**config.mk**
```make
export PLATFORM = sky130hd
export DESIGN_NAME = fcd_dma
export DESIGN_NICKNAME = d
export VERILOG_FILES = /design/src/hdl/fcd_dma_pkg.sv /design/src/hdl/fcd_dma.sv
export VERILOG_INCLUDE_DIRS = /design/src /design/src/hdl
export SDC_FILE = /design/constraint.sdc
export NUM_CORES = 1
export LEC_CHECK = 0
export ABC_AREA = 0
export ABC_CLOCK_PERIOD_IN_PS = 11500
export BUFFER_PORTS_ARGS = -buffer_cell sky130_fd_sc_hd__buf_2
export CAP_MARGIN = 20
export CORE_MARGIN = 2
export CORE_UTILIZATION = 50
export CTS_BUF_LIST = sky130_fd_sc_hd__clkbuf_2 sky130_fd_sc_hd__clkbuf_4 sky130_fd_sc_hd__clkbuf_8
export DETAILED_ROUTE_END_ITERATION = 10
export PLACE_DENSITY = 0.75
export SYNTH_ARGS = -nofsm -noshare
export SYNTH_HDL_FRONTEND = slang
export SYNTH_SLANG_ARGS = --single-unit
export TNS_END_PERCENT = 5
```
**constraint.sdc**
```tcl
create_clock -name clk_sys_i -period 11.5 [get_ports clk_sys_i]
set_input_delay 1.725 -clock clk_sys_i [delete_from_list [all_inputs] [get_ports clk_sys_i]]
set_output_delay 1.725 -clock clk_sys_i [all_outputs]
set_load 0.05 [all_outputs]
```
**src/hdl/fcd_dma_regs.svh**
```systemverilog
/*
 Offsets, field positions, reset values and timing counts of the
 five-channel DMA controller. Assumes inclusion by bare name from hdl/.
*/
`ifndef FCD_DMA_REGS_SVH
`define FCD_DMA_REGS_SVH

`define FCD_NUM_CH 5
`define FCD_ARM_ABORT_BIT 7
`define FCD_DESC_LAST_BYTE 3'h7
`define FCD_FETCH_LAST_CYCLE 4'h8
`define FCD_DESC_STRIDE_LSB 3
`define FCD_TRIGGER_SELECT_FIELD_PREV 5'h01
`define FCD_TRIGGER_SELECT_FIELD_PORT0 12
`define FCD_TRIGGER_SELECT_FIELD_PORT1 13

// Descriptor byte offsets, multi-byte fields big-endian
`define FCD_B_SRC_HI 0
`define FCD_B_SRC_LO 1
`define FCD_B_DST_HI 2
`define FCD_B_DST_LO 3
`define FCD_B_LEN_HI 4
`define FCD_B_LEN_LO 5
`define FCD_B_CTRL 6
`define FCD_B_STEP 7

// Field positions
`define FCD_VLEN_MSB 7
`define FCD_VLEN_LSB 5
`define FCD_LENH_MSB 4
`define FCD_WORD_BIT 7
`define FCD_MODE_MSB 6
`define FCD_MODE_LSB 5
`define FCD_TRIGGER_SELECT_FIELD_MSB 4
`define FCD_SOURCE_STEP_FIELD_MSB 7
`define FCD_SOURCE_STEP_FIELD_LSB 6
`define FCD_DSTINC_MSB 5
`define FCD_DSTINC_LSB 4
`define FCD_IRQM_BIT 3
`define FCD_M8_BIT 2
`define FCD_PRIO_MSB 1
`define FCD_PRIO_LSB 0

// Reset values
`define FCD_CH_RST 5'h00
`define FCD_ADDR_RST 16'h0000
`define FCD_CNT_RST 13'h0000

`endif
```
**src/hdl/fcd_dma_pkg.sv**
```systemverilog
/*
 Types of the five-channel DMA controller: engine states and the
 descriptor field encodings. Assumes nothing of its surroundings.
*/
package fcd_dma_pkg;

   typedef enum logic [2:0] {
      FCD_ST_IDLE  = 3'h0,
      FCD_ST_FETCH = 3'h1,
      FCD_ST_RD    = 3'h3,
      FCD_ST_LAT   = 3'h2,
      FCD_ST_WR    = 3'h6
   } fcd_state_type;

   typedef enum logic [1:0] {
      FCD_MODE_SINGLE  = 2'h0,
      FCD_MODE_BLOCK   = 2'h1,
      FCD_MODE_RSINGLE = 2'h2,
      FCD_MODE_RBLOCK  = 2'h3
   } fcd_mode_type;

   typedef enum logic [1:0] {
      FCD_STEP_NONE   = 2'h0,
      FCD_STEP_PLUS1  = 2'h1,
      FCD_STEP_PLUS2  = 2'h2,
      FCD_STEP_MINUS1 = 2'h3
   } fcd_step_type;

   typedef enum logic [2:0] {
      FCD_VLEN_FIXED = 3'h0,
      FCD_VLEN_P1    = 3'h1,
      FCD_VLEN_P0    = 3'h2,
      FCD_VLEN_P2    = 3'h3,
      FCD_VLEN_P3    = 3'h4,
      FCD_VLEN_RSV5  = 3'h5,
      FCD_VLEN_RSV6  = 3'h6,
      FCD_VLEN_ALT   = 3'h7
   } fcd_vlen_type;

   typedef enum logic [1:0] {
      FCD_PRIO_LOW    = 2'h0,
      FCD_PRIO_NORMAL = 2'h1,
      FCD_PRIO_HIGH   = 2'h2
   } fcd_prio_type;

endpackage

```
**src/hdl/fcd_dma.sv**
```systemverilog
/*
 Five-channel DMA engine: descriptor fetch, trigger selection, channel and
 processor arbitration, byte/word moves over a single-port byte memory.
 Assumes memory accepts an access in any cycle mem_req_o is high and returns
 read data in the following cycle; triggers are one-cycle pulses on clk_sys_i.
*/
// How it works
// - Each channel reacts to the trigger its five-bit field selects and to its software request bit.
// - Arming or rearming copies descriptor start addresses into working pointers.
// - Pointers step by 0, +1, +2 or -1 counts; a word count is two bytes.
// - Single: one transfer per trigger; at count, flag and disarm.
// - Repeated single: one transfer per trigger; at count, flag and rearm.
// - Block: one trigger moves the whole count, then flag and disarm.
// - Repeated block: one trigger moves the whole count, then flag and rearm.
// - Highest priority channel wins; equal priorities rotate round robin.
// - High priority channel always beats a coinciding processor access.
// - Normal priority channel beats the processor at least every second try.
// - Low priority channel always yields to the processor.
// - Word-size bit selects byte or 16-bit word per transfer.
// - Byte transfers take 7 or 8 length bits; ignored for words.
// - Arming fetches the eight-byte descriptor from the pointer address.
// - Channel 0 own pointer; channels 1-4 in one contiguous 32-byte area.
// - Abort bit with arm bits disarms exactly the chosen channels.
// - Abort sets no completion flag and raises no interrupt.
// - Completion always sets its flag; mask only gates the interrupt.
// - Descriptor fields are big-endian; moved words are little-endian.
// - Trigger 0 is software only; trigger 1 is previous channel completion.
// - Triggers up to 31 map peripheral events to channels.
// - Port triggers 12 and 13 fire on any enabled pin transition.
// - Descriptor fetch takes nine clocks; earlier triggers are lost.
// - Software request clears only when its transfer takes place.
// - Mode codes: 00 single, 01 block, 10 repeated single, 11 repeated block.
// - Step codes: 00 none, 01 plus one, 10 plus two, 11 minus one.
`timescale 1ns/1ps
`include "fcd_dma_regs.svh"

module fcd_dma (
   input wire logic clk_sys_i,
   input wire logic rst_n_i,
   input wire logic arm_wr_i,
   input wire logic [7:0] arm_wdata_i,
   output logic [4:0] arm_o,
   input wire logic req_wr_i,
   input wire logic [4:0] req_wdata_i,
   output logic [4:0] req_o,
   input wire logic [4:0] flag_clr_i,
   output logic [4:0] flag_o,
   output logic irq_o,
   input wire logic [15:0] chan0_desc_ptr_i,
   input wire logic [15:0] chan1to4_desc_ptr_i,
   input wire logic [31:0] periph_trigger_select_field_i,
   input wire logic [7:0] port0_pin_i,
   input wire logic [7:0] port0_irq_en_i,
   input wire logic [7:0] port1_pin_i,
   input wire logic [7:0] port1_irq_en_i,
   input wire logic cpu_req_i,
   output logic cpu_gnt_o,
   output logic mem_req_o,
   output logic mem_we_o,
   output logic [15:0] mem_addr_o,
   output logic [7:0] mem_wdata_o,
   input wire logic [7:0] mem_rdata_i
);

   fcd_dma_pkg::fcd_state_type state_q;
   logic [2:0] cur_q, rr_q;
   logic idx_q, owed_q, irq_q;
   logic [3:0] fcnt_q;
   logic [7:0] buf_q [0:1];
   logic mem_req_q, mem_we_q;
   logic [15:0] mem_addr_q;
   logic [7:0] mem_wdata_q;
   logic [7:0] desc_q [0:4][0:7];
   logic [15:0] src_q [0:4];
   logic [15:0] dst_q [0:4];
   logic [12:0] cnt_q [0:4];
   logic [12:0] tgt_q [0:4];
   logic [4:0] arm_q, rdy_q, need_q, pend_q, req_q, flag_q, done_q;
   logic [4:0] arm_d, rdy_d, need_d, pend_d, req_d, flag_d;
   logic [7:0] p0_s1_q, p0_s2_q, p0_s3_q, p1_s1_q, p1_s2_q, p1_s3_q;

   logic [4:0] ch_trigger_select_field [0:4];
   logic [1:0] ch_mode [0:4];
   logic [1:0] ch_lvl [0:4];
   logic [12:0] ch_len [0:4];
   logic [4:0] ch_word, ch_irqen, hit, cand;

   function automatic logic [15:0] step_addr(input logic [15:0] a, input logic [1:0] inc, input logic word);
      logic [15:0] d;
      d = 16'h0000;
      case (inc)
         fcd_dma_pkg::FCD_STEP_NONE: d = 16'h0000;
         fcd_dma_pkg::FCD_STEP_PLUS1: d = 16'h0001;
         fcd_dma_pkg::FCD_STEP_PLUS2: d = 16'h0002;
         default: d = 16'hffff;
      endcase
      if (word) begin
         d = {d[14:0], 1'b0};
      end
      return a + d;
   endfunction

   function automatic logic [4:0] onehot(input logic [2:0] c);
      return 5'(5'h01 << c);
   endfunction

   // Pin transitions come from another domain, hence two flops before the edge compare
   wire port0_tr = |((p0_s2_q ^ p0_s3_q) & port0_irq_en_i);
   wire port1_tr = |((p1_s2_q ^ p1_s3_q) & port1_irq_en_i);
   wire [31:0] base_trigger_select_field = {periph_trigger_select_field_i[31:`FCD_TRIGGER_SELECT_FIELD_PORT1 + 1], port1_tr, port0_tr,
                            periph_trigger_select_field_i[`FCD_TRIGGER_SELECT_FIELD_PORT0 - 1:2], 2'b00};

   genvar g;
   for (g = 0; g < `FCD_NUM_CH; g++) begin : g_ch
      localparam int PREV = (g == 0) ? `FCD_NUM_CH - 1 : g - 1;
      wire [1:0] prio = desc_q[g][`FCD_B_STEP][`FCD_PRIO_MSB:`FCD_PRIO_LSB];
      assign ch_trigger_select_field[g] = desc_q[g][`FCD_B_CTRL][`FCD_TRIGGER_SELECT_FIELD_MSB:0];
      assign ch_mode[g] = desc_q[g][`FCD_B_CTRL][`FCD_MODE_MSB:`FCD_MODE_LSB];
      assign ch_word[g] = desc_q[g][`FCD_B_CTRL][`FCD_WORD_BIT];
      assign ch_irqen[g] = desc_q[g][`FCD_B_STEP][`FCD_IRQM_BIT];
      assign ch_len[g] = {desc_q[g][`FCD_B_LEN_HI][`FCD_LENH_MSB:0], desc_q[g][`FCD_B_LEN_LO]};
      assign ch_lvl[g] = prio[1] ? fcd_dma_pkg::FCD_PRIO_HIGH : prio;
      // Only the selected source is looked at; all others are ignored
      assign hit[g] = (ch_trigger_select_field[g] == `FCD_TRIGGER_SELECT_FIELD_PREV) ? done_q[PREV] : base_trigger_select_field[ch_trigger_select_field[g]];
      assign cand[g] = arm_q[g] & rdy_q[g] & (pend_q[g] | req_q[g]);
   end

   // Channel arbitration: strict level, ties go to the first after the last served
   logic [2:0] best_ch;
   logic [1:0] best_lvl;
   logic found;
   always_comb begin
      int idx;
      idx = 0;
      best_ch = 3'h0;
      best_lvl = 2'h0;
      found = 1'b0;
      for (int k = 1; k <= `FCD_NUM_CH; k++) begin
         idx = int'(rr_q) + k;
         if (idx >= `FCD_NUM_CH) begin
            idx = idx - `FCD_NUM_CH;
         end
         if (cand[idx] && (!found || ch_lvl[idx] > best_lvl)) begin
            best_ch = 3'(idx);
            best_lvl = ch_lvl[idx];
            found = 1'b1;
         end
      end
   end

   wire [4:0] abort_sel = (arm_wr_i & arm_wdata_i[`FCD_ARM_ABORT_BIT]) ? arm_wdata_i[4:0] : `FCD_CH_RST;
   wire [4:0] arm_set = (arm_wr_i & ~arm_wdata_i[`FCD_ARM_ABORT_BIT]) ? arm_wdata_i[4:0] : `FCD_CH_RST;
   wire in_idle = (state_q == fcd_dma_pkg::FCD_ST_IDLE);
   wire fetch_go = in_idle & (|need_q);
   wire contest = in_idle & ~(|need_q) & found & cpu_req_i;
   wire dma_win = found & (~cpu_req_i | (best_lvl == fcd_dma_pkg::FCD_PRIO_HIGH) |
                           ((best_lvl == fcd_dma_pkg::FCD_PRIO_NORMAL) & owed_q));
   // A unit starting in the abort cycle would outlive the abort pulse
   wire go = in_idle & ~(|need_q) & dma_win & ~abort_sel[best_ch];
   assign cpu_gnt_o = cpu_req_i & ~mem_req_q & ~fetch_go & ~go;

   // Fetch order is channel 1 to 4, then channel 0
   wire [2:0] fch = need_q[1] ? 3'h1 : need_q[2] ? 3'h2 : need_q[3] ? 3'h3 : need_q[4] ? 3'h4 : 3'h0;
   wire [2:0] fch_m1 = fch - 3'h1;
   wire [15:0] fbase = (fch == 3'h0) ? chan0_desc_ptr_i :
                       chan1to4_desc_ptr_i + {11'h000, fch_m1[1:0], 3'h0};

   wire cur_abort = abort_sel[cur_q] & ~in_idle;

   // Current channel fields
   wire cw = ch_word[cur_q];
   wire [1:0] cmode = ch_mode[cur_q];
   wire cm8 = desc_q[cur_q][`FCD_B_STEP][`FCD_M8_BIT];
   wire [2:0] cvlen = desc_q[cur_q][`FCD_B_LEN_HI][`FCD_VLEN_MSB:`FCD_VLEN_LSB];
   wire [1:0] csinc = desc_q[cur_q][`FCD_B_STEP][`FCD_SOURCE_STEP_FIELD_MSB:`FCD_SOURCE_STEP_FIELD_LSB];
   wire [1:0] cdinc = desc_q[cur_q][`FCD_B_STEP][`FCD_DSTINC_MSB:`FCD_DSTINC_LSB];
   wire [15:0] desc_src = {desc_q[cur_q][`FCD_B_SRC_HI], desc_q[cur_q][`FCD_B_SRC_LO]};
   wire [15:0] desc_dst = {desc_q[cur_q][`FCD_B_DST_HI], desc_q[cur_q][`FCD_B_DST_LO]};
   wire [12:0] clen = ch_len[cur_q];

   // Variable length from the first unit moved; words are low byte first
   wire [12:0] len_raw = cw ? {buf_q[1][4:0], buf_q[0]} :
                         cm8 ? {6'h00, buf_q[0][6:0]} : {5'h00, buf_q[0]};
   wire [13:0] vadd = (cvlen == fcd_dma_pkg::FCD_VLEN_P1) ? 14'h0001 :
                      (cvlen == fcd_dma_pkg::FCD_VLEN_P2) ? 14'h0002 :
                      (cvlen == fcd_dma_pkg::FCD_VLEN_P3) ? 14'h0003 : 14'h0000;
   wire [13:0] vsum = {1'b0, len_raw} + vadd;
   wire [12:0] vtgt = (vsum > {1'b0, clen}) ? clen : vsum[12:0];
   wire is_var = (cvlen >= fcd_dma_pkg::FCD_VLEN_P1) & (cvlen <= fcd_dma_pkg::FCD_VLEN_P3);
   wire first = (cnt_q[cur_q] == `FCD_CNT_RST);
   wire [12:0] eff_tgt = (is_var & first) ? vtgt : tgt_q[cur_q];
   wire [12:0] new_cnt = cnt_q[cur_q] + 13'h0001;
   wire reached = (new_cnt >= eff_tgt);
   wire rep = (cmode == fcd_dma_pkg::FCD_MODE_RSINGLE) | (cmode == fcd_dma_pkg::FCD_MODE_RBLOCK);
   wire blk = (cmode == fcd_dma_pkg::FCD_MODE_BLOCK) | (cmode == fcd_dma_pkg::FCD_MODE_RBLOCK);

   wire unit_end = (state_q == fcd_dma_pkg::FCD_ST_WR) & (idx_q | ~cw) & ~cur_abort;
   wire unit_fin = unit_end & reached;
   wire fetch_fin = (state_q == fcd_dma_pkg::FCD_ST_FETCH) & (fcnt_q == `FCD_FETCH_LAST_CYCLE) & ~cur_abort;
   wire [4:0] fin_mask = fetch_fin ? onehot(cur_q) : `FCD_CH_RST;
   wire [4:0] done_mask = unit_fin ? onehot(cur_q) : `FCD_CH_RST;
   wire [4:0] dis_mask = (unit_fin & ~rep) ? onehot(cur_q) : `FCD_CH_RST;
   wire [4:0] go_mask = go ? onehot(best_ch) : `FCD_CH_RST;
   wire [4:0] single_go = (go & ~ch_mode[best_ch][0]) ? go_mask : `FCD_CH_RST;
   wire [4:0] block_end = (unit_fin & blk) ? onehot(cur_q) : `FCD_CH_RST;

   assign arm_d = ((arm_q & ~dis_mask) | arm_set) & ~abort_sel;
   assign need_d = ((need_q & ~fin_mask) | arm_set) & ~abort_sel;
   assign rdy_d = (rdy_q | fin_mask) & ~arm_set & ~abort_sel;
   // A trigger is only caught once the fetch is done; earlier ones are lost
   // A started block stays pending until its last unit, whatever started it
   assign pend_d = ((pend_q & ~single_go & ~block_end) | (hit & arm_q & rdy_q) |
                    (go_mask & ~single_go)) & arm_d & ~arm_set;
   assign req_d = (req_q & ~go_mask) | (req_wr_i ? req_wdata_i : `FCD_CH_RST);
   assign flag_d = (flag_q & ~flag_clr_i) | done_mask;

   assign arm_o = arm_q;
   assign req_o = req_q;
   assign flag_o = flag_q;
   assign irq_o = irq_q;
   assign mem_req_o = mem_req_q;
   assign mem_we_o = mem_we_q;
   assign mem_addr_o = mem_addr_q;
   assign mem_wdata_o = mem_wdata_q;

   always_ff @(posedge clk_sys_i) begin
      if (!rst_n_i) begin
         {p0_s3_q, p0_s2_q, p0_s1_q} <= 24'h00_0000;
         {p1_s3_q, p1_s2_q, p1_s1_q} <= 24'h00_0000;
      end else begin
         {p0_s3_q, p0_s2_q, p0_s1_q} <= {p0_s2_q, p0_s1_q, port0_pin_i};
         {p1_s3_q, p1_s2_q, p1_s1_q} <= {p1_s2_q, p1_s1_q, port1_pin_i};
      end
   end

   always_ff @(posedge clk_sys_i) begin
      if (!rst_n_i) begin
         arm_q <= `FCD_CH_RST;
         need_q <= `FCD_CH_RST;
         rdy_q <= `FCD_CH_RST;
         pend_q <= `FCD_CH_RST;
         req_q <= `FCD_CH_RST;
         flag_q <= `FCD_CH_RST;
         done_q <= `FCD_CH_RST;
         irq_q <= 1'b0;
         owed_q <= 1'b0;
         rr_q <= 3'h0;
      end else begin
         arm_q <= arm_d;
         need_q <= need_d;
         rdy_q <= rdy_d;
         pend_q <= pend_d;
         req_q <= req_d;
         flag_q <= flag_d;
         done_q <= done_mask;
         irq_q <= |(flag_d & ch_irqen);
         if (contest && best_lvl == fcd_dma_pkg::FCD_PRIO_NORMAL) begin
            owed_q <= ~owed_q;
         end
         if (go) begin
            rr_q <= best_ch;
         end
      end
   end

   // Engine; the channel arrays hold no reset as they are loaded by the fetch
   always_ff @(posedge clk_sys_i) begin
      if (!rst_n_i) begin
         state_q <= fcd_dma_pkg::FCD_ST_IDLE;
         cur_q <= 3'h0;
         idx_q <= 1'b0;
         fcnt_q <= 4'h0;
         mem_req_q <= 1'b0;
         mem_we_q <= 1'b0;
         mem_addr_q <= `FCD_ADDR_RST;
         mem_wdata_q <= 8'h00;
      end else if (cur_abort) begin
         state_q <= fcd_dma_pkg::FCD_ST_IDLE;
         mem_req_q <= 1'b0;
         mem_we_q <= 1'b0;
      end else begin
         case (state_q)
            fcd_dma_pkg::FCD_ST_IDLE: begin
               if (fetch_go) begin
                  cur_q <= fch;
                  fcnt_q <= 4'h0;
                  mem_req_q <= 1'b1;
                  mem_we_q <= 1'b0;
                  mem_addr_q <= fbase;
                  state_q <= fcd_dma_pkg::FCD_ST_FETCH;
               end else if (go) begin
                  cur_q <= best_ch;
                  idx_q <= 1'b0;
                  mem_req_q <= 1'b1;
                  mem_we_q <= 1'b0;
                  mem_addr_q <= src_q[best_ch];
                  state_q <= fcd_dma_pkg::FCD_ST_RD;
               end
            end
            fcd_dma_pkg::FCD_ST_FETCH: begin
               if (fcnt_q != 4'h0) begin
                  desc_q[cur_q][3'(fcnt_q - 4'h1)] <= mem_rdata_i;
               end
               if (fcnt_q[2:0] == `FCD_DESC_LAST_BYTE || fcnt_q[3]) begin
                  mem_req_q <= 1'b0;
               end else begin
                  mem_addr_q <= mem_addr_q + 16'h0001;
               end
               fcnt_q <= fcnt_q + 4'h1;
               // Nine clocks from the first read to a ready channel
               if (fcnt_q == `FCD_FETCH_LAST_CYCLE) begin
                  src_q[cur_q] <= desc_src;
                  dst_q[cur_q] <= desc_dst;
                  cnt_q[cur_q] <= `FCD_CNT_RST;
                  tgt_q[cur_q] <= clen;
                  state_q <= fcd_dma_pkg::FCD_ST_IDLE;
               end
            end
            fcd_dma_pkg::FCD_ST_RD: begin
               mem_req_q <= 1'b0;
               state_q <= fcd_dma_pkg::FCD_ST_LAT;
            end
            fcd_dma_pkg::FCD_ST_LAT: begin
               buf_q[idx_q] <= mem_rdata_i;
               mem_req_q <= 1'b1;
               if (cw && !idx_q) begin
                  idx_q <= 1'b1;
                  mem_addr_q <= src_q[cur_q] + 16'h0001;
                  state_q <= fcd_dma_pkg::FCD_ST_RD;
               end else begin
                  idx_q <= 1'b0;
                  mem_we_q <= 1'b1;
                  mem_addr_q <= dst_q[cur_q];
                  mem_wdata_q <= idx_q ? buf_q[0] : mem_rdata_i;
                  state_q <= fcd_dma_pkg::FCD_ST_WR;
               end
            end
            fcd_dma_pkg::FCD_ST_WR: begin
               if (cw && !idx_q) begin
                  idx_q <= 1'b1;
                  mem_addr_q <= dst_q[cur_q] + 16'h0001;
                  mem_wdata_q <= buf_q[1];
               end else begin
                  mem_req_q <= 1'b0;
                  mem_we_q <= 1'b0;
                  idx_q <= 1'b0;
                  state_q <= fcd_dma_pkg::FCD_ST_IDLE;
                  if (reached && rep) begin
                     src_q[cur_q] <= desc_src;
                     dst_q[cur_q] <= desc_dst;
                     cnt_q[cur_q] <= `FCD_CNT_RST;
                     tgt_q[cur_q] <= clen;
                  end else begin
                     src_q[cur_q] <= step_addr(src_q[cur_q], csinc, cw);
                     dst_q[cur_q] <= step_addr(dst_q[cur_q], cdinc, cw);
                     cnt_q[cur_q] <= reached ? `FCD_CNT_RST : new_cnt;
                     tgt_q[cur_q] <= eff_tgt;
                  end
               end
            end
            default: begin
               state_q <= fcd_dma_pkg::FCD_ST_IDLE;
               mem_req_q <= 1'b0;
               mem_we_q <= 1'b0;
            end
         endcase
      end
   end

endmodule

```
==> impl_metrics.yaml, run 1 <==
synthesis:
  post_synth_main_area_contributors: "sky130_fd_sc_hd__edfxtp_1, sky130_fd_sc_hd__mux4_2, sky130_fd_sc_hd__dfxtp_1"
  post_synth_num_cell_types: 97
  most_area_hungry_cell_type_in_the_yosys_netlist: "sky130_fd_sc_hd__edfxtp_1"
  synth_compound_gate_area_share_pct: 9.22
  postSynthRegisterBits: 874
  synthSimpleGateAreaFrac_pct: 8.39
  netlist_top_cells_count: "sky130_fd_sc_hd__edfxtp_1, sky130_fd_sc_hd__nor2_1, sky130_fd_sc_hd__mux4_2"
  synthAdderAreaFrac_pct: 2.80
  synthesis.instances: 2998
  yosysMostFrequentCell: "sky130_fd_sc_hd__edfxtp_1"
  post-synth-top-area-fraction_pct: 53.0
  avgSynthCellArea_um2: 14.1
  netlist_area_before_placement_mm2: 0.0423
  synth-main-ff-cell: "sky130_fd_sc_hd__edfxtp_1"
  synth_sequential_area_ratio_pct: 59.1
  synthXorXnorAreaFrac_pct: 2.30
  synth_mux_area_share_pct: 15.9
  synth_top_family_by_area: "multiplexers"
  ys_async_sr_fraction_pct: 0
  synth-edff-count: 746
  mappedNetlistNets: 3217
  synth.yosys.warnings: 0
cts:
  cts_root_buffer: "sky130_fd_sc_hd__clkbuf_8"
  cts.clk_slew.worst_paths_ns: 0.06
  later_pin_clock_latency_in_the_skew_report_ns: 0.82
  clock-sinks: 874
  cts_tree: "done"
  bufs_on_longest_clock_path: 3
  htree_num_levels: 4
  cts-buffers-inserted: 140
critical_path:
  worst_setup_path_start_kind: "flip-flop"
  crit_start: "rr_q[1]"
  slowest_stage_delay_cp_ns: 0.45
  worst-endpoint-arrival_ns: 9.17
  regToRegSetupSlack_ns: 2.05
  cp_capture_point: "cpu_gnt_o"
  critPathRequiredTime_ns: 9.78
  r2r_end: "src_q[1][8]"
  critPathKind: "flip-flop to primary output"
  worst-r2r-cell-count: 36
  critical_path_endpoint_category: "primary output"
  critical_path_peak_fanout: 10
  critical-path-slowest-cell: "sky130_fd_sc_hd__o31a_4"
cells_and_area:
  layout.nets: 3443
  regArea_mm2: 0.0250
  area_occupied_by_multi_input_gates_mm2: 0.0165
  nFillCells: 6516
  final_core_util_pct: 56.7
  syn_to_final_growth_pct: 12.3
  post_route_cells_drive_above_1_share_pct: 24.1
run_status:
  status: "completed"
pwr:
  vdd_drop_max_v: 0.000113
  leakagePower_nw: 16.2
  cell_internal_pwr_w: 0.00542
  clockPowerShare_pct: 35.3
  seq_power_share_pct: 47.1
  power-per-cell-area_mw_per_mm2: 159
  switching_share_pct: 28.2
  power.switching_w: 0.00213
  p_comb_share_pct: 17.6
sta:
  relSlewSlack_pct: 21.6
  finalHoldViolCount: 0
  final_min_period_over_clock_period_pct: 94.7
  least_margin_pin_slew_ns: 1.18
  finalSetupViolCount: 0
  clock-skew-final_ns: 0.0569
  timing.final.crit_period_ns: 10.90
  max_freq_mhz: 91.8
  fin_tns_setup_ns: 0
  drv_slew: 0
hold_path:
  hold_class: "flip-flop to flip-flop"
die:
  core_region_area_mm2: 0.0837
  pin_count: 170
  fp.dieH_um: 295
  die_x_um: 295
  dieArea_mm2: 0.0868
  core.rowCount: 106
  initial_core_utilization_pct: 50.5
grt:
  first_global_vias: 27400
  grt_antenna_before_repair: 4
  total_routing_resource_utilization_after_global_routing_pct: 25.2
  grt_max_degree: 80
  grt_first_pass_wirelength_um: 165000
  grt_remaining_overflow: 0
drt:
  remaining_drc_errors: 0
  drt-initial-drc-count: 2905
  detail_route.wl_per_cell_um: 24.4
  drt.antenna.violating_nets: 0
  drt_first_pass_iters: 5
  vias: 27800
  drt_wl_total_um: 109000
  vias_per_cell: 6.20
place:
  gp_congestion: 0.949
  io_buffer_count: 163
  post-dp-hpwl_um: 72500
run:
  max-cap-violations: 0
layout by cell type (no fill, tap or decap), types with 15 or more instances in the layout:
cell,synthesis,layout
sky130_fd_sc_hd__nor2_1,221,215
sky130_fd_sc_hd__nand2b_1,19,18
sky130_fd_sc_hd__xor2_1,53,52
sky130_fd_sc_hd__a21o_1,19,18
sky130_fd_sc_hd__edfxtp_1,746,746
sky130_fd_sc_hd__buf_4,5,72
sky130_fd_sc_hd__nand3_1,42,42
sky130_fd_sc_hd__mux2_2,47,47
sky130_fd_sc_hd__o31ai_1,22,20
sky130_fd_sc_hd__buf_2,36,162
sky130_fd_sc_hd__nor2b_1,21,21
sky130_fd_sc_hd__a311oi_1,21,21
sky130_fd_sc_hd__xnor2_1,56,55
sky130_fd_sc_hd__ha_1,88,86
sky130_fd_sc_hd__dfxtp_1,128,123
sky130_fd_sc_hd__mux2i_1,164,163
sky130_fd_sc_hd__nor4_1,15,15
sky130_fd_sc_hd__o21a_1,24,23
sky130_fd_sc_hd__a22oi_1,23,23
sky130_fd_sc_hd__nand2_1,165,165
sky130_fd_sc_hd__o211ai_1,30,30
sky130_fd_sc_hd__nand4_1,15,15
sky130_fd_sc_hd__o21ai_0,74,73
sky130_fd_sc_hd__a211oi_1,34,32
sky130_fd_sc_hd__inv_1,70,70
sky130_fd_sc_hd__clkbuf_8,0,147
sky130_fd_sc_hd__a31oi_1,17,17
sky130_fd_sc_hd__clkbuf_4,0,47
sky130_fd_sc_hd__clkinv_2,0,15
sky130_fd_sc_hd__clkinv_1,0,28
sky130_fd_sc_hd__and2_1,65,64
sky130_fd_sc_hd__nor3b_1,15,15
sky130_fd_sc_hd__and3_1,30,30
sky130_fd_sc_hd__nor3_1,52,48
sky130_fd_sc_hd__a21oi_1,130,128
sky130_fd_sc_hd__mux4_2,199,199
sky130_fd_sc_hd__a21boi_0,15,15
sky130_fd_sc_hd__or3_1,18,17
power groups by stage:
stage	Sequential (W)	Clock [W]	Combinational [W]
global route	0.00356	0.00282	0.00143
floorplan	0.00363	0	0.000886
finish	0.00355	0.00266	0.00133
detailed placement	0.00362	0	0.00130
global placement	0.00362	0	0.00128
CTS	0.00355	0.00269	0.00131
layer usage:
metal,track usage [%],vias up,share of wire [%]
met5,0,-,0.016
met4,9.66,4,3.3
met3,4.50,237,9.0
met2,40.6,1401,47
met1,34.3,13800,40
li1,-,12300,-
critical path, delay by kind of cell (launching register included):
| kind | cells | cell delay (ns) |
|---|---|---|
| and+or+nand+nor | 10 | 1.99 |
| buffers and inverters | 3 | 0.36 |
| adders and majority gates | 5 | 1.49 |
| AOI/OAI and AO/OA | 19 | 3.94 |
| DFF | 1 | 0.42 |
| muxes | 1 | 0.18 |
logic make-up (layout without fill, tap and decap cells):
| group | count (synthesis) | in the layout |
|---|---|---|
| buffers and inverters | 229 | 569 |
| muxes | 412 | 412 |
| xor gates and xnor gates | 110 | 110 |
| and+or+nand+nor | 726 | 726 |
| adders and majority gates | 92 | 92 |
| DFF | 874 | 874 |
| AOI/OAI and AO/OA | 555 | 555 |
| other | 0 | 3 |
cell type report:
cell class / instances / area share (%)
timing repair buffer: 240 / 3.06
antenna: 3 / 0.0158
sequential: 874 / 52.7
clock buffer: 194 / 5.01
tap: 1134 / 2.99
inverter: 73 / 0.578
clock inverter: 62 / 0.886
multi-input combinational: 1895 / 34.8
repair_timing:
action | 4_1_cts | 5_1_grt
pin swaps | 0 | 3
gates cloned | 0 | 0
resized for setup | 10 | 23
setup endpoints to repair | 1 | 1
buffers inserted | 0 | 4
hold buffers | 0 | 0
sequential cells by signal, indices dropped and copies added (netlist names), 16 cells and up, named ones only:
register / flops
buf_q: 16
cnt_q: 65
desc_q: 440
dst_q: 80
mem_addr_o: 16
src_q: 80
tgt_q: 65
metrics by stage:
stage	setup WS, ns	std cells	area [µm²]	total power (W)	hold WS [ns]
6_report	0.604	4475	47400	0.00755	0.431
5_1_grt	-0.00645	4475	47400	0.00781	0.444
4_1_cts	0.0222	4465	47200	0.00756	0.433
3_5_place_dp	0.447	4209	44400	0.00492	0.418
3_3_place_gp	0.486	4208	44400	0.00490	0.413
2_1_floorplan	0.666	2998	42300	0.00452	0.412
worst min-delay path by stage:
stage	from	end	slack (ns)	cells after the start
finish	p0_s1_q[6]	p0_s2_q[6]	0.43	1
global route	p1_s1_q[3]	p1_s2_q[3]	0.44	1
CTS	p1_s1_q[7]	p1_s2_q[7]	0.43	1
detailed placement	p1_s1_q[7]	p1_s2_q[7]	0.42	1
global placement	p0_s1_q[5]	p0_s2_q[5]	0.41	1
floorplan	p0_s1_q[0]	p0_s2_q[0]	0.41	1
No activity file was read; power rests on OpenSTA's default activity.
==> run 2: changes to the inputs <==
--- a/config.mk
+++ b/config.mk
@@ -6,7 +6,7 @@
 export SDC_FILE = /design/constraint.sdc
 export NUM_CORES = 1
 export LEC_CHECK = 0
-export ABC_AREA = 0
+export ABC_AREA = 1
 export ABC_CLOCK_PERIOD_IN_PS = 11500
 export BUFFER_PORTS_ARGS = -buffer_cell sky130_fd_sc_hd__buf_2
 export CAP_MARGIN = 20
@@ -14,7 +14,7 @@
 export CORE_UTILIZATION = 50
 export CTS_BUF_LIST = sky130_fd_sc_hd__clkbuf_2 sky130_fd_sc_hd__clkbuf_4 sky130_fd_sc_hd__clkbuf_8
 export DETAILED_ROUTE_END_ITERATION = 10
-export PLACE_DENSITY = 0.75
+export PLACE_DENSITY_LB_ADDON = 0.08
 export SYNTH_ARGS = -nofsm -noshare
 export SYNTH_HDL_FRONTEND = slang
 export SYNTH_SLANG_ARGS = --single-unit
==> impl_metrics.yaml, run 2 <==
die:
  core_region_area_mm2: 0.0838
  fp.dieH_um: 295
  core.rowCount: 106
  initial_core_utilization_pct: 50.5
  dieArea_mm2: 0.0871
  die_x_um: 295
  pin_count: 170
synthesis:
  postSynthRegisterBits: 874
  yosysMostFrequentCell: "sky130_fd_sc_hd__nand2_1"
  synth.yosys.warnings: 0
  synth_sequential_area_ratio_pct: 58.9
  mappedNetlistNets: 4670
  netlist_area_before_placement_mm2: 0.0424
  most_area_hungry_cell_type_in_the_yosys_netlist: "sky130_fd_sc_hd__edfxtp_1"
  post-synth-top-area-fraction_pct: 52.9
  post_synth_main_area_contributors: "sky130_fd_sc_hd__edfxtp_1, sky130_fd_sc_hd__nand2_1, sky130_fd_sc_hd__o21ai_0"
  synthesis.instances: 4451
  ys_async_sr_fraction_pct: 0
  post_synth_num_cell_types: 61
  netlist_top_cells_count: "sky130_fd_sc_hd__nand2_1, sky130_fd_sc_hd__edfxtp_1, sky130_fd_sc_hd__nor2_1"
  avgSynthCellArea_um2: 9.52
  synth-main-ff-cell: "sky130_fd_sc_hd__edfxtp_1"
  synth-edff-count: 746
sta:
  postLayoutSetupSlackWorst_ns: 0.763
  finalSetupViolCount: 0
  fin_tns_setup_ns: 0
  final_min_period_over_clock_period_pct: 93.4
  drv_slew: 0
  rsz_0062_raised_after_global_routing: "false"
  timing.final.crit_period_ns: 10.74
  clock-skew-final_ns: 0.0576
  least_margin_pin_slew_ns: 1.20
  finalHoldViolCount: 0
  relSlewSlack_pct: 19.9
  max_freq_mhz: 93.1
cts:
  hold_buffers: 0
  bufs_on_longest_clock_path: 3
  later_pin_clock_latency_in_the_skew_report_ns: 0.84
  cts_tree: "done"
  htree_num_levels: 4
  cts-buffers-inserted: 146
  cts_root_buffer: "sky130_fd_sc_hd__clkbuf_8"
  cts.clk_slew.worst_paths_ns: 0.07
  clock-sinks: 874
critical_path:
  cp_num_buf_inv: 11
  worst_setup_path_start_kind: "flip-flop"
  timing.critical_path.mode_cell: "sky130_fd_sc_hd__nand2_1"
  path_delay_family: "simple AND/OR/NAND/NOR gates"
  critPathKind: "flip-flop to primary output"
  slowest_stage_delay_cp_ns: 0.43
  critical_path_endpoint_category: "primary output"
  critical_path_peak_fanout: 18
  critical-path-slowest-cell: "sky130_fd_sc_hd__dfxtp_2"
  critPathRequiredTime_ns: 9.78
  worst-r2r-cell-count: 39
  regToRegSetupSlack_ns: 2.39
  r2r_end: "src_q[4][1]"
  worst-endpoint-arrival_ns: 9.01
hold_path:
  worst_hold_path.endpoint: "p0_s2_q[2]"
  worstHoldStart: "p0_s1_q[2]"
  timing.hold.worst_path_depth: 2
  hold_class: "flip-flop to flip-flop"
place:
  io_buffer_count: 163
  gp_congestion: 0.958
  place.detailed.instances: 5610
  post-place-ws_ns: 1.09
  post-dp-hpwl_um: 82500
grt:
  first_global_vias: 30900
  grt_antenna_before_repair: 6
  total_routing_resource_utilization_after_global_routing_pct: 28.5
  grt_max_degree: 169
  grt_first_pass_wirelength_um: 187000
  grt_remaining_overflow: 0
cells_and_area:
  regMostFlops: "desc_q"
  most_common_cell_after_layout_fill_and_taps_aside: "sky130_fd_sc_hd__nand2_1"
  syn_to_final_growth_pct: 12.0
  layout.nets: 4849
  reg.largest.list: "desc_q: 440 flops, dst_q: 80 flops, src_q: 80 flops"
  final_core_util_pct: 56.6
  number_of_flip_flops_in_the_largest_register: 440
  most-common-layout-cells: "sky130_fd_sc_hd__nand2_1, sky130_fd_sc_hd__edfxtp_1, sky130_fd_sc_hd__nor2_1"
  layout.cells.non_filler: 5885
  post_route_cells_drive_above_1_share_pct: 11.9
drt:
  drt-initial-drc-count: 2719
  vias_per_cell: 5.65
  detail_route.wl_per_cell_um: 21.2
  drt.antenna.violating_nets: 0
  drt_wl_total_um: 125000
  vias: 33300
  remaining_drc_errors: 0
  drt_first_pass_iters: 8
run_status:
  status: "completed"
pwr:
  leakagePower_nw: 18.5
  power-per-cell-area_mw_per_mm2: 292
  vdd_drop_max_v: 0.000439
run:
  max-cap-violations: 0
[run 2: metrics by stage]
step / hold WS [ns] / power (W) / cell area, µm²
4_1_cts: 0.407 / 0.0138 / 47400
3_5_place_dp: 0.399 / 0.0110 / 44300
3_3_place_gp: 0.393 / 0.0109 / 44300
6_report: 0.402 / 0.0139 / 47400
2_1_floorplan: 0.390 / 0.00882 / 42400
5_1_grt: 0.430 / 0.0148 / 47400
[run 2: layout make-up]
class,instances,area (µm²)
fillers,7565,36400
clock buffers,210,2570
flip-flops and latches,874,25000
well taps,1134,1420
repair buffers,225,1320
clock inverters,56,464
multi-input cells,2961,15100
diodes,3,7.51
inverters,422,1600
[run 2: logic make-up (layout without fill, tap and decap cells)]
logic type | Yosys count | in the layout | synth area share [%]
flip-flops | 874 | 874 | 58.9
XOR/XNOR | 54 | 54 | 1.18
buffers and inverters | 616 | 913 | 5.62
adder cells (fa/ha/maj) | 92 | 92 | 2.79
AO/OA/AOI/OAI | 1062 | 1062 | 14.3
multiplexers | 5 | 5 | 0.118
AND/OR/NAND/NOR | 1748 | 1748 | 17.1
other | 0 | 3 | 0
[run 2: timing repair]
item	CTS	global route
gates resized for setup	0	8
endpoints found under the setup margin	0	1
endpoints found under the hold margin	0	0
buffers inserted	0	4
[run 2: worst register-to-register path: cells and delay by family, from the launching register on]
kind	cells	cell delay, ns
xor+xnor	1	0.29
fa+ha+maj	4	1.22
simple gates	13	1.88
flops	1	0.47
buf+inv	6	1.35
compound gates	15	3.60
[run 2: how the worst max path moves through the flow]
stage	from	end	slack [ns]	cells past startpoint
2_1_floorplan	rr_q[0]	cpu_gnt_o	2.56	57
3_3_place_gp	rr_q[1]	cpu_gnt_o	1.13	56
3_5_place_dp	rr_q[1]	cpu_gnt_o	1.09	58
4_1_cts	rr_q[1]	cpu_gnt_o	0.17	58
5_1_grt	rr_q[1]	cpu_gnt_o	0.02	58
6_report	rr_q[1]	cpu_gnt_o	0.76	58
[run 2: report_power, final]
group | total [W] | switching [W] | internal [W]
clock network | 0.00285 | 0.00130 | 0.00155
registers | 0.00372 | 0.0000693 | 0.00365
logic | 0.00730 | 0.00524 | 0.00205
total | 0.0139 | 0.00661 | 0.00726
[run 2: layer usage]
layer	vias up	share of wire (%)	global-route usage, %
met3	228	7.5	4.95
met1	15900	43	39.0
met2	1203	47	46.2
met5	-	0.0072	0
li1	15900	-	-
met4	2	2.7	9.57
